File: src/pcsst_consts.svh
// shared constants of the pcs receive status and test pattern block
`ifndef PCSST_CONSTS_SVH
`define PCSST_CONSTS_SVH

// ==========================================================================
// clock and timing
`define PCSST_CLK_MHZ        25
`define PCSST_BER_WIN_US     125
`define PCSST_BER_WIN_CYC    (`PCSST_BER_WIN_US * `PCSST_CLK_MHZ)
`define PCSST_BER_LIMIT      12'h061
`define PCSST_LOCK_GOOD      7'h40
`define PCSST_SLIP_WIN       6'h3f
`define PCSST_SLIP_BAD       5'h10

// ==========================================================================
// block coding
`define PCSST_HDR_DATA       2'h1
`define PCSST_HDR_CTRL       2'h2
`define PCSST_IDLE_BLOCK     64'h0000_0000_0000_001e
`define PCSST_SCR_TAP_A      38
`define PCSST_SCR_TAP_B      57
`define PCSST_SCR_SEED       58'h3ffffffffffffff
`define PCSST_BT_START       8'h78, 8'h33, 8'h66
`define PCSST_BT_TERM        8'h87, 8'h99, 8'haa, 8'hb4, 8'hcc, 8'hd2, 8'he1, 8'hff
`define PCSST_BT_OTHER       8'h1e, 8'h2d, 8'h4b, 8'h55

// ==========================================================================
// register map
`define PCSST_REG_CTRL       8'h00
`define PCSST_REG_MARK2_LO   8'h04
`define PCSST_REG_MARK2_HI   8'h08
`define PCSST_REG_MARK3_LO   8'h0c
`define PCSST_REG_MARK3_HI   8'h10
`define PCSST_REG_STATUS     8'h14
`define PCSST_CTRL_RX_TEST   0
`define PCSST_CTRL_TX_TEST   1
`define PCSST_ST_FIFO_ERR    0
`define PCSST_ST_LOCAL_FAULT 1
`define PCSST_ST_EXCESS_BER  2
`define PCSST_ST_ALIGNED     3
`define PCSST_ST_RX_STATUS   4
`define PCSST_ST_LOCK_LSB    8
`define PCSST_MARK_RESET     64'h0

`endif

File: src/pcsst_pkg.sv
// types of the pcs receive status and test pattern block
package pcsst_pkg;

  // ========================================================================
  // carriers
  typedef struct packed {
    logic        valid;
    logic [1:0]  lane;
    logic [1:0]  hdr;
    logic [63:0] data;
  } pcsst_blk_t;

  typedef struct packed {
    logic        valid;
    logic        marker;
    logic [1:0]  lane;
    logic [1:0]  hdr;
    logic [63:0] data;
  } pcsst_txblk_t;

  typedef struct packed {
    logic       valid;
    logic [3:0] count;
  } pcsst_lane_inc_t;

  typedef enum logic {
    PCSST_DEC_INIT,
    PCSST_DEC_RUN
  } pcsst_dec_state_t;

endpackage

File: src/pcsst_top.sv
// pcs receive status, statistics and test pattern logic with apb registers
// ==========================================================================
// What this block does
// - on lanes 2 and 3 transmit the 64-bit marker held in that lane's register
// - receive test enable checks incoming blocks against scrambled idle
// - transmit test enable replaces traffic with scrambled idle blocks
// - fifo error flag goes to 1 on clock compensation underflow or overflow
// - local fault is 1 while the receive decoder sits in its init state
// - excess bit error flag is 1 while the bad header rate exceeds the limit
// - excess bit error flag is mirrored as a status register bit
// - four block lock bits, one per lane, set once that lane locks
// - eight-bit mismatch increment, one cycle, counts mismatches of that cycle
// - mismatch increment stays zero unless receive test enable is set
// - mismatch valid marks the cycles in which the increment counts
// - two-bit increment counts invalid block types and illegal block sequences
// - code violation increment counts only when its valid flag is 1
// - per-lane four-bit sync header error increment valid with its flag
// - per-lane valid flag marks cycles where that lane's increment counts
// - aligned is 1 when all lanes are locked and deskewed
// - aligned at 0 means the receive path is in local fault
// - aligned is mirrored as a status register bit
// - receive status is 1 only when aligned and no excess error rate
//
// Implementation choices: the register offsets and register access over APB.
`include "pcsst_consts.svh"

module pcsst_top (
  input  wire logic                          core_clk_i,
  input  wire logic                          rst_b_i,
  input  wire logic                          psel_i,
  input  wire logic                          penable_i,
  input  wire logic                          pwrite_i,
  input  wire logic [7:0]                    paddr_i,
  input  wire logic [31:0]                   pwdata_i,
  output logic      [31:0]                   prdata_o,
  output logic                               pready_o,
  output logic                               pslverr_o,
  input  wire pcsst_pkg::pcsst_blk_t         rx_blk_i,
  input  wire logic [3:0]                    rx_deskewed_i,
  input  wire logic                          fifo_underflow_i,
  input  wire logic                          fifo_overflow_i,
  input  wire pcsst_pkg::pcsst_txblk_t       tx_blk_i,
  output pcsst_pkg::pcsst_blk_t              tx_blk_o,
  output logic                               fifo_error_o,
  output logic                               local_fault_o,
  output logic                               excess_bit_error_flag_o,
  output logic      [3:0]                    block_lock_o,
  output logic                               aligned_o,
  output logic                               rx_status_o,
  output logic      [7:0]                    test_mismatch_o,
  output logic                               test_mismatch_valid_o,
  output logic      [1:0]                    bad_code_o,
  output logic                               bad_code_valid_o,
  output pcsst_pkg::pcsst_lane_inc_t [3:0]   lane_inc_o
);

  // ========================================================================
  // functions
  // 64 bits of the x^58 + x^39 + 1 (de)scrambler; returns {state, data}
  function automatic logic [121:0] scramble(input logic [57:0] st, input logic [63:0] d,
                                            input logic descr);
    logic [57:0] s;
    logic [63:0] o;
    s = st;
    o = 64'h0;
    for (int i = 0; i < 64; i++) begin
      o[i] = d[i] ^ s[`PCSST_SCR_TAP_A] ^ s[`PCSST_SCR_TAP_B];
      s = {s[56:0], descr ? d[i] : o[i]};
    end
    return {s, o};
  endfunction

  // ========================================================================
  // apb slave
  logic [31:0] prdata_reg;
  logic        pready_reg;
  logic        pslverr_reg;
  logic [1:0]  ctrl_reg;
  logic [63:0] mark2_reg;
  logic [63:0] mark3_reg;
  logic [31:0] status_word;
  logic [31:0] rdata_mux;

  wire apb_setup  = psel_i & ~penable_i;
  wire apb_access = psel_i & penable_i & pready_reg;
  wire hit_ctrl   = (paddr_i == `PCSST_REG_CTRL);
  wire hit_m2lo   = (paddr_i == `PCSST_REG_MARK2_LO);
  wire hit_m2hi   = (paddr_i == `PCSST_REG_MARK2_HI);
  wire hit_m3lo   = (paddr_i == `PCSST_REG_MARK3_LO);
  wire hit_m3hi   = (paddr_i == `PCSST_REG_MARK3_HI);
  wire hit_stat   = (paddr_i == `PCSST_REG_STATUS);
  wire mapped     = hit_ctrl | hit_m2lo | hit_m2hi | hit_m3lo | hit_m3hi | hit_stat;
  wire wr_en      = apb_access & pwrite_i & mapped;
  wire rx_test    = ctrl_reg[`PCSST_CTRL_RX_TEST];
  wire tx_test    = ctrl_reg[`PCSST_CTRL_TX_TEST];

  assign rdata_mux = hit_ctrl ? {30'h0, ctrl_reg} :
                     hit_m2lo ? mark2_reg[31:0] :
                     hit_m2hi ? mark2_reg[63:32] :
                     hit_m3lo ? mark3_reg[31:0] :
                     hit_m3hi ? mark3_reg[63:32] :
                     hit_stat ? status_word : 32'h0;

  // no wait state: answer is prepared in the setup cycle
  always_ff @(posedge core_clk_i) begin
    if (!rst_b_i) begin
      pready_reg  <= 1'b0;
      pslverr_reg <= 1'b0;
      prdata_reg  <= 32'h0;
    end else begin
      pready_reg  <= apb_setup;
      pslverr_reg <= apb_setup & ~mapped;
      prdata_reg  <= (apb_setup & ~pwrite_i) ? rdata_mux : 32'h0;
    end
  end

  // marker values are static: writes are ignored while the path is in reset, which clears them
  always_ff @(posedge core_clk_i) begin
    if (!rst_b_i) begin
      ctrl_reg  <= 2'h0;
      mark2_reg <= `PCSST_MARK_RESET;
      mark3_reg <= `PCSST_MARK_RESET;
    end else if (wr_en) begin
      if (hit_ctrl) ctrl_reg <= pwdata_i[1:0];
      if (hit_m2lo) mark2_reg[31:0] <= pwdata_i;
      if (hit_m2hi) mark2_reg[63:32] <= pwdata_i;
      if (hit_m3lo) mark3_reg[31:0] <= pwdata_i;
      if (hit_m3hi) mark3_reg[63:32] <= pwdata_i;
    end
  end

  // ========================================================================
  // transmit: markers on lanes 2 and 3, scrambled idle test pattern
  pcsst_pkg::pcsst_blk_t tx_reg;
  pcsst_pkg::pcsst_blk_t tx_next;
  logic [57:0]           tx_scr_reg;
  logic [121:0]          tx_scr_res;
  wire                   tx_hi_lane = tx_blk_i.lane[1];

  assign tx_scr_res = scramble(tx_scr_reg, `PCSST_IDLE_BLOCK, 1'b0);

  always_comb begin
    tx_next = '{valid: tx_blk_i.valid, lane: tx_blk_i.lane, hdr: tx_blk_i.hdr,
                data: tx_blk_i.data};
    if (tx_test) begin
      tx_next.hdr  = `PCSST_HDR_CTRL;
      tx_next.data = tx_scr_res[63:0];
    end else if (tx_blk_i.marker && tx_hi_lane) begin
      tx_next.hdr  = `PCSST_HDR_DATA;
      tx_next.data = tx_blk_i.lane[0] ? mark3_reg : mark2_reg;
    end
  end

  always_ff @(posedge core_clk_i) begin
    if (!rst_b_i) begin
      tx_reg     <= '0;
      tx_scr_reg <= `PCSST_SCR_SEED;
    end else begin
      tx_reg <= tx_next;
      if (tx_test && tx_blk_i.valid) tx_scr_reg <= tx_scr_res[121:64];
    end
  end

  // ========================================================================
  // receive: per-lane block lock and sync header errors
  logic [3:0]            lock_reg;
  logic [3:0]            lock_next;
  logic [6:0]            good_reg [4];
  logic [6:0]            good_next [4];
  logic [5:0]            win_reg [4];
  logic [5:0]            win_next [4];
  logic [4:0]            bad_reg [4];
  logic [4:0]            bad_next [4];
  pcsst_pkg::pcsst_lane_inc_t [3:0] inc_reg;
  pcsst_pkg::pcsst_lane_inc_t [3:0] inc_next;
  wire hdr_ok = (rx_blk_i.hdr == `PCSST_HDR_DATA) | (rx_blk_i.hdr == `PCSST_HDR_CTRL);

  always_comb begin
    for (int i = 0; i < 4; i++) begin
      lock_next[i] = lock_reg[i];
      good_next[i] = good_reg[i];
      win_next[i]  = win_reg[i];
      bad_next[i]  = bad_reg[i];
      inc_next[i]  = '0;
      if (rx_blk_i.valid && rx_blk_i.lane == 2'(i)) begin
        inc_next[i].valid = 1'b1;
        inc_next[i].count = {3'h0, ~hdr_ok};
        if (!lock_reg[i]) begin
          good_next[i] = hdr_ok ? good_reg[i] + 7'h1 : 7'h0;
          if (hdr_ok && good_next[i] == `PCSST_LOCK_GOOD) begin
            lock_next[i] = 1'b1;
            good_next[i] = 7'h0;
          end
        end else begin
          bad_next[i] = bad_reg[i] + {4'h0, ~hdr_ok};
          win_next[i] = win_reg[i] + 6'h1;
          if (bad_next[i] == `PCSST_SLIP_BAD) begin
            lock_next[i] = 1'b0;
            bad_next[i]  = 5'h0;
            win_next[i]  = 6'h0;
          end else if (win_reg[i] == `PCSST_SLIP_WIN) begin
            bad_next[i] = 5'h0;
          end
        end
      end
    end
  end

  // ========================================================================
  // receive: error rate monitor over a fixed time window
  logic [11:0] ber_win_reg;
  logic [11:0] ber_cnt_reg;
  logic        excess_reg;
  wire         ber_tick   = (ber_win_reg == 12'(`PCSST_BER_WIN_CYC - 1));
  wire         bad_hdr    = rx_blk_i.valid & ~hdr_ok;
  wire         ber_over   = (ber_cnt_reg > `PCSST_BER_LIMIT);
  wire         excess_next = ber_tick ? ber_over : excess_reg;

  // ========================================================================
  // receive: decoder, code violations and test pattern checker
  pcsst_pkg::pcsst_dec_state_t dec_state_reg;
  pcsst_pkg::pcsst_dec_state_t dec_state_next;
  logic         in_frame_reg;
  logic         in_frame_next;
  logic         code_err;
  logic [57:0]  rx_scr_reg;
  logic [121:0] rx_scr_res;
  logic         fifo_err_reg;
  logic         fault_reg;
  logic         aligned_reg;
  logic         rxstat_reg;
  logic [7:0]   mism_reg;
  logic         mism_val_reg;
  logic [1:0]   bad_code_reg;
  logic         bad_val_reg;
  // block type only has meaning once the payload is descrambled
  wire  [7:0]   btype      = rx_scr_res[7:0];
  wire          is_ctrl    = rx_blk_i.hdr == `PCSST_HDR_CTRL;
  wire          aligned_next = (&lock_next) & (&rx_deskewed_i);
  wire          test_chk   = rx_test & rx_blk_i.valid;
  wire          mismatch   = ~is_ctrl | (rx_scr_res[63:0] != `PCSST_IDLE_BLOCK);

  assign rx_scr_res = scramble(rx_scr_reg, rx_blk_i.data, 1'b1);

  always_comb begin
    in_frame_next = in_frame_reg;
    code_err      = 1'b0;
    if (rx_blk_i.valid) begin
      if (!hdr_ok) begin
        code_err      = 1'b1;
        in_frame_next = 1'b0;
      end else if (!is_ctrl) begin
        code_err = ~in_frame_reg;
      end else begin
        case (btype)
          `PCSST_BT_START: begin
            code_err      = in_frame_reg;
            in_frame_next = 1'b1;
          end
          `PCSST_BT_TERM: begin
            code_err      = ~in_frame_reg;
            in_frame_next = 1'b0;
          end
          `PCSST_BT_OTHER: begin
            code_err      = in_frame_reg;
            in_frame_next = 1'b0;
          end
          default: begin
            code_err      = 1'b1;
            in_frame_next = 1'b0;
          end
        endcase
      end
    end
  end

  always_comb begin
    case (dec_state_reg)
      pcsst_pkg::PCSST_DEC_INIT:
        dec_state_next = (aligned_next && !excess_next) ? pcsst_pkg::PCSST_DEC_RUN
                                                        : pcsst_pkg::PCSST_DEC_INIT;
      pcsst_pkg::PCSST_DEC_RUN:
        dec_state_next = (aligned_next && !excess_next) ? pcsst_pkg::PCSST_DEC_RUN
                                                        : pcsst_pkg::PCSST_DEC_INIT;
      default: dec_state_next = pcsst_pkg::PCSST_DEC_INIT;
    endcase
  end

  // synchronous reset on the receive clock clears every status output except local fault, which it sets to 1
  always_ff @(posedge core_clk_i) begin
    if (!rst_b_i) begin
      for (int i = 0; i < 4; i++) begin
        good_reg[i] <= 7'h0;
        win_reg[i]  <= 6'h0;
        bad_reg[i]  <= 5'h0;
      end
      lock_reg      <= 4'h0;
      inc_reg       <= '0;
      ber_win_reg   <= 12'h0;
      ber_cnt_reg   <= 12'h0;
      excess_reg    <= 1'b0;
      dec_state_reg <= pcsst_pkg::PCSST_DEC_INIT;
      in_frame_reg  <= 1'b0;
      rx_scr_reg    <= `PCSST_SCR_SEED;
      fifo_err_reg  <= 1'b0;
      fault_reg     <= 1'b1;
      aligned_reg   <= 1'b0;
      rxstat_reg    <= 1'b0;
      mism_reg      <= 8'h0;
      mism_val_reg  <= 1'b0;
      bad_code_reg  <= 2'h0;
      bad_val_reg   <= 1'b0;
    end else begin
      good_reg      <= good_next;
      win_reg       <= win_next;
      bad_reg       <= bad_next;
      lock_reg      <= lock_next;
      inc_reg       <= inc_next;
      ber_win_reg   <= ber_tick ? 12'h0 : ber_win_reg + 12'h1;
      // saturate so a burst of errors cannot wrap below the limit
      ber_cnt_reg   <= ber_tick ? 12'h0 : ber_cnt_reg + {11'h0, bad_hdr & ~&ber_cnt_reg};
      excess_reg    <= excess_next;
      dec_state_reg <= dec_state_next;
      in_frame_reg  <= in_frame_next;
      if (rx_blk_i.valid) rx_scr_reg <= rx_scr_res[121:64];
      // sticky until reset: the fifo cannot recover by itself
      fifo_err_reg  <= fifo_err_reg | fifo_underflow_i | fifo_overflow_i;
      fault_reg     <= (dec_state_next == pcsst_pkg::PCSST_DEC_INIT);
      aligned_reg   <= aligned_next;
      rxstat_reg    <= aligned_next & ~excess_next;
      mism_reg      <= test_chk ? {7'h0, mismatch} : 8'h0;
      mism_val_reg  <= test_chk;
      bad_code_reg  <= {1'b0, code_err};
      bad_val_reg   <= rx_blk_i.valid;
    end
  end

  // ========================================================================
  // status word and outputs
  assign status_word = {20'h0, lock_reg, 3'h0, rxstat_reg, aligned_reg,
                        excess_reg, fault_reg, fifo_err_reg};

  assign prdata_o                = prdata_reg;
  assign pready_o                = pready_reg;
  assign pslverr_o               = pslverr_reg;
  assign tx_blk_o                = tx_reg;
  assign fifo_error_o            = fifo_err_reg;
  assign local_fault_o           = fault_reg;
  assign excess_bit_error_flag_o = excess_reg;
  assign block_lock_o            = lock_reg;
  assign aligned_o               = aligned_reg;
  assign rx_status_o             = rxstat_reg;
  assign test_mismatch_o         = mism_reg;
  assign test_mismatch_valid_o   = mism_val_reg;
  assign bad_code_o              = bad_code_reg;
  assign bad_code_valid_o        = bad_val_reg;
  assign lane_inc_o              = inc_reg;
endmodule

File: config.mk
export PLATFORM = sky130hd
export DESIGN_NAME = pcsst_top
export DESIGN_NICKNAME = d
export VERILOG_FILES = /design/src/pcsst_pkg.sv /design/src/pcsst_top.sv
export VERILOG_INCLUDE_DIRS = /design/src /design/src/src
export SDC_FILE = /design/constraint.sdc
export NUM_CORES = 1
export LEC_CHECK = 0
export ABC_CLOCK_PERIOD_IN_PS = 2710
export BUFFER_PORTS_ARGS = -buffer_cell sky130_fd_sc_hd__buf_2
export CAP_MARGIN = 25
export CORE_ASPECT_RATIO = 1.75
export CORE_MARGIN = 5
export CORE_UTILIZATION = 45
export CTS_BUF_LIST = sky130_fd_sc_hd__clkbuf_4 sky130_fd_sc_hd__clkbuf_8 sky130_fd_sc_hd__clkbuf_16
export CTS_CLUSTER_DIAMETER = 50
export DETAILED_ROUTE_END_ITERATION = 8
export PLACE_DENSITY = 0.66
export SYNTH_ARGS = -nofsm -noshare
export SYNTH_HDL_FRONTEND = slang
export SYNTH_SLANG_ARGS = --single-unit
File: constraint.sdc
create_clock -name core_clk_i -period 2.71 [get_ports core_clk_i]
set_input_delay 0.271 -clock core_clk_i [delete_from_list [all_inputs] [get_ports core_clk_i]]
set_output_delay 0.271 -clock core_clk_i [all_outputs]
set_load 0.1 [all_outputs]
==> impl_metrics.tcl <==
set metrics [dict create \
    switchingPower_uw 4343 \
    clkPwrFrac 0.436 \
    syn_avg_cell_area_um2 8.433 \
    cp_max_fo 8 \
    cts_tree "built" \
    synthCells 2546 \
    finalCriticalPeriod_ns 2.367 \
    cts_buffers 46 \
    power_leakage_uw 0.01057 \
    final_nets 3091 \
    clk_latency_ns 0.57 \
    cellInternalPower_uw 11880 \
    max-vdd-ir-drop_mv 0.4621 \
    max_slew_margin 0.2682 \
    crit_arrival_ns 2.79 \
    timing.critical_path.from "good_reg[22]$_SDFFE_PN0P_" \
    hp-class "in2reg" \
    die_h_um 299.0 \
    period_share 0.8736 \
    via_per_inst 5.645 \
    ys_warn_count 0 \
    cp-start-kind "flip-flop" \
    rows 106 \
    clk_pin_slew_worst_paths_ns 0.07 \
    start_util 0.4522 \
    power_uw 16220 \
    drc 0 \
    synth-edff-count 0 \
    layout_commonest_cell "nand2_1" \
    crit_family "simple AND/OR/NAND/NOR gates" \
    io_buffer_count 313 \
    crit_slowest_cell "dfxtp_1" \
    synth_area_mm2 0.02147 \
    clock_skew_ns 0.02757 \
    grt_pass1_vias 19420 \
    crit_buf_inv 1 \
    cts_buffer_depth 3 \
    slew_violations 0 \
    core_area_mm2 0.04748 \
    grt_max_degree 118 \
    crit_type "reg2reg" \
    ioPinCount 334 \
    dr_wl_met2_um 35600 \
    layout-drive-gt1-share 0.1643 \
    yosysUniqueCellTypes 75 \
    tightest_slew_ns 1.095 \
    grt_overflow_total 0 \
    h-tree-depth 2 \
    track_usage 0.2618 \
    cpMostUsedCell "nand3_1" \
    hpwlAfterDp_um 52820 \
    layout_common_cells "514 x nand2_1, 466 x dfxtp_1, 311 x buf_2" \
    max-cap-violations 0 \
    path_cells "ha_1 > nand3_1 > or3_1 > a21oi_1 > a31oi_1 > nor4_1 > buf_4 > nand3_1" \
    m1WireLength_um 27590 \
    end_kind "flip-flop" \
    wl_met3_um 4626 \
    rsz0062_at_grt "no" \
    yosysTopAreaCell "dfxtp_1" \
    finalSetupTns_ns 0 \
    p_sw_frac 0.2677 \
    worstReg2RegStart "good_reg[22]$_SDFFE_PN0P_" \
    vias 19850 \
    fp.dieArea_mm2 0.05235 \
    first_pass_iters 7 \
    critPathMaxStageDelay_ns 0.42 \
    cts_root_buffer "clkbuf_16" \
    cellPowerDensity_mw_per_mm2 620.8 \
    clock-sinks 467 \
    largest_reg_flops 69 \
    cp.required_ns 3.13 \
    outcome "finished clean" \
    seqPwrFrac 0.437 \
    dominantRegCellSynth "dfxtp_1" \
    highest_layer "met5" \
    final-hold-violation-count 0 \
    grt_pass1_wl_um 110000 \
    routedWlPerCell_um 20.49 \
    power_frac_comb 0.127 \
    ys_seq_area_frac 0.4354 \
    antenna_found_initial 9 \
    wl_um 72030 \
    post-cts-setup-buffers 0 \
    min_from "rx_blk_i[10]" \
    die_w_um 175.1 \
    gp_congestion 0.9385 \
    drt-initial-drc-count 2056 \
    setup_violations 0 \
    yosys_register_bits 467 \
    yosys-top-cells-area "dfxtp_1 44%, nand2_1 9.0%, mux2i_1 5.8%, a21oi_1 5.7%, xnor2_1 5.6%" \
    ys_async_sr_fraction 0 \
    fmax_mhz 422.4 \
    cts.repair.resized 0 \
    area_delta_synth_final_pct 21.70 \
    final_antenna_net_count 0 \
    synth_top_cell_area_share 0.4354 \
]
## path summary, 6_finish.rpt
kind / to / slack (ns) / cells past startpoint
setup / recovery: local_fault_o$_SDFF_PN1_ / 0.34 / 8
setup reg to reg: local_fault_o$_SDFF_PN1_ / 0.34 / 8
hold / removal: rx_scr_reg[53]$_SDFFE_PN1P_ / 0.02 / 3
hold reg to reg: prdata_o[2]$_SDFF_PP0_ / 0.47 / 2
## repair_timing
item                                    CTS  global route
hold buffers                             83             0
endpoints found under the hold margin   174             0
endpoints found under the setup margin    0             0
## synth_stat cells (4+ instances only)
| master | number |
|---|---|
| nand2_1 | 516 |
| dfxtp_1 | 467 |
| a21oi_1 | 243 |
| nor2_1 | 221 |
| xnor2_1 | 138 |
| mux2i_1 | 124 |
| clkbuf_1 | 116 |
| a211oi_1 | 94 |
| nand3_1 | 73 |
| xor2_1 | 72 |
| o21ai_0 | 33 |
| buf_2 | 32 |
| a222oi_1 | 30 |
| nor3_1 | 29 |
| o211ai_1 | 27 |
| buf_4 | 25 |
| ha_1 | 22 |
| a31oi_1 | 21 |
| and2_1 | 18 |
| buf_1 | 18 |
| and3_1 | 17 |
| inv_1 | 17 |
| nand3b_1 | 17 |
| nand4_1 | 16 |
| a22oi_1 | 14 |
| nand2b_1 | 14 |
| nor4_1 | 13 |
| nor2b_1 | 9 |
| o22ai_1 | 9 |
| or3_1 | 9 |
| a22o_1 | 8 |
| nor3b_1 | 6 |
| a32oi_1 | 5 |
| o21a_1 | 5 |
| xnor3_1 | 5 |
| and4_1 | 4 |
## per-layer routing
layer | global-route usage | vias up
met2 | 0.4572 | 834
li1 | - | 9443
met1 | 0.3073 | 9361
met4 | 0.1400 | 6
met3 | 0.03910 | 203
met5 | 0 | -
## kinds of logic after synthesis
logic type / share of synthesized area
compound gates: 0.1529
xor+xnor: 0.09767
fa+ha+maj: 0.01282
buf+inv: 0.04283
flops: 0.4354
mux: 0.05833
other cells: 0.0001747
simple gates: 0.1998
## power by group through the flow
stage	clock, uW	sequential (uW)	combinational (uW)
after floorplan	0	7720	911
after global placement	0	7240	1920
after detailed placement	0	7240	1940
after CTS	7200	7090	2050
after global routing	7480	7100	2170
final	7070	7090	2060
## worst register-to-register path: stages (launching register included)
cell and delay (ns):
dfxtp_1 0.42, ha_1 0.35, nand3_1 0.16, or3_1 0.37, a21oi_1 0.18, a31oi_1 0.15
nor4_1 0.34, buf_4 0.19, nand3_1 0.07
## per-stage QoR
stage	area (um^2)	util	worst slack (ns)	hold slack, ns	cells
floorplan	21540	-	0.3223	0.3495	2565
global placement	23600	0.4970	0.05270	0.4414	3341
detailed placement	23610	0.4972	-0.04774	0.4594	3342
CTS	26120	0.5500	0.3645	0.001568	3510
global route	26130	0.5502	0.03552	0.009692	3514
finish	26130	0.5503	0.3425	0.02063	3516
## area by class of cell
cell class | count | area [um^2]
Antenna cell | 6 | 15.01
Tap cell | 594 | 743.2
Fill cell | 4315 | 21350
Inverter | 17 | 71.32
Sequential cell | 467 | 9353
Clock buffer | 58 | 1279
Clock inverter | 27 | 400.4
Multi-Input combinational cell | 1889 | 11290
Timing Repair Buffer | 458 | 2980
Power figures use the tool's default switching activity.
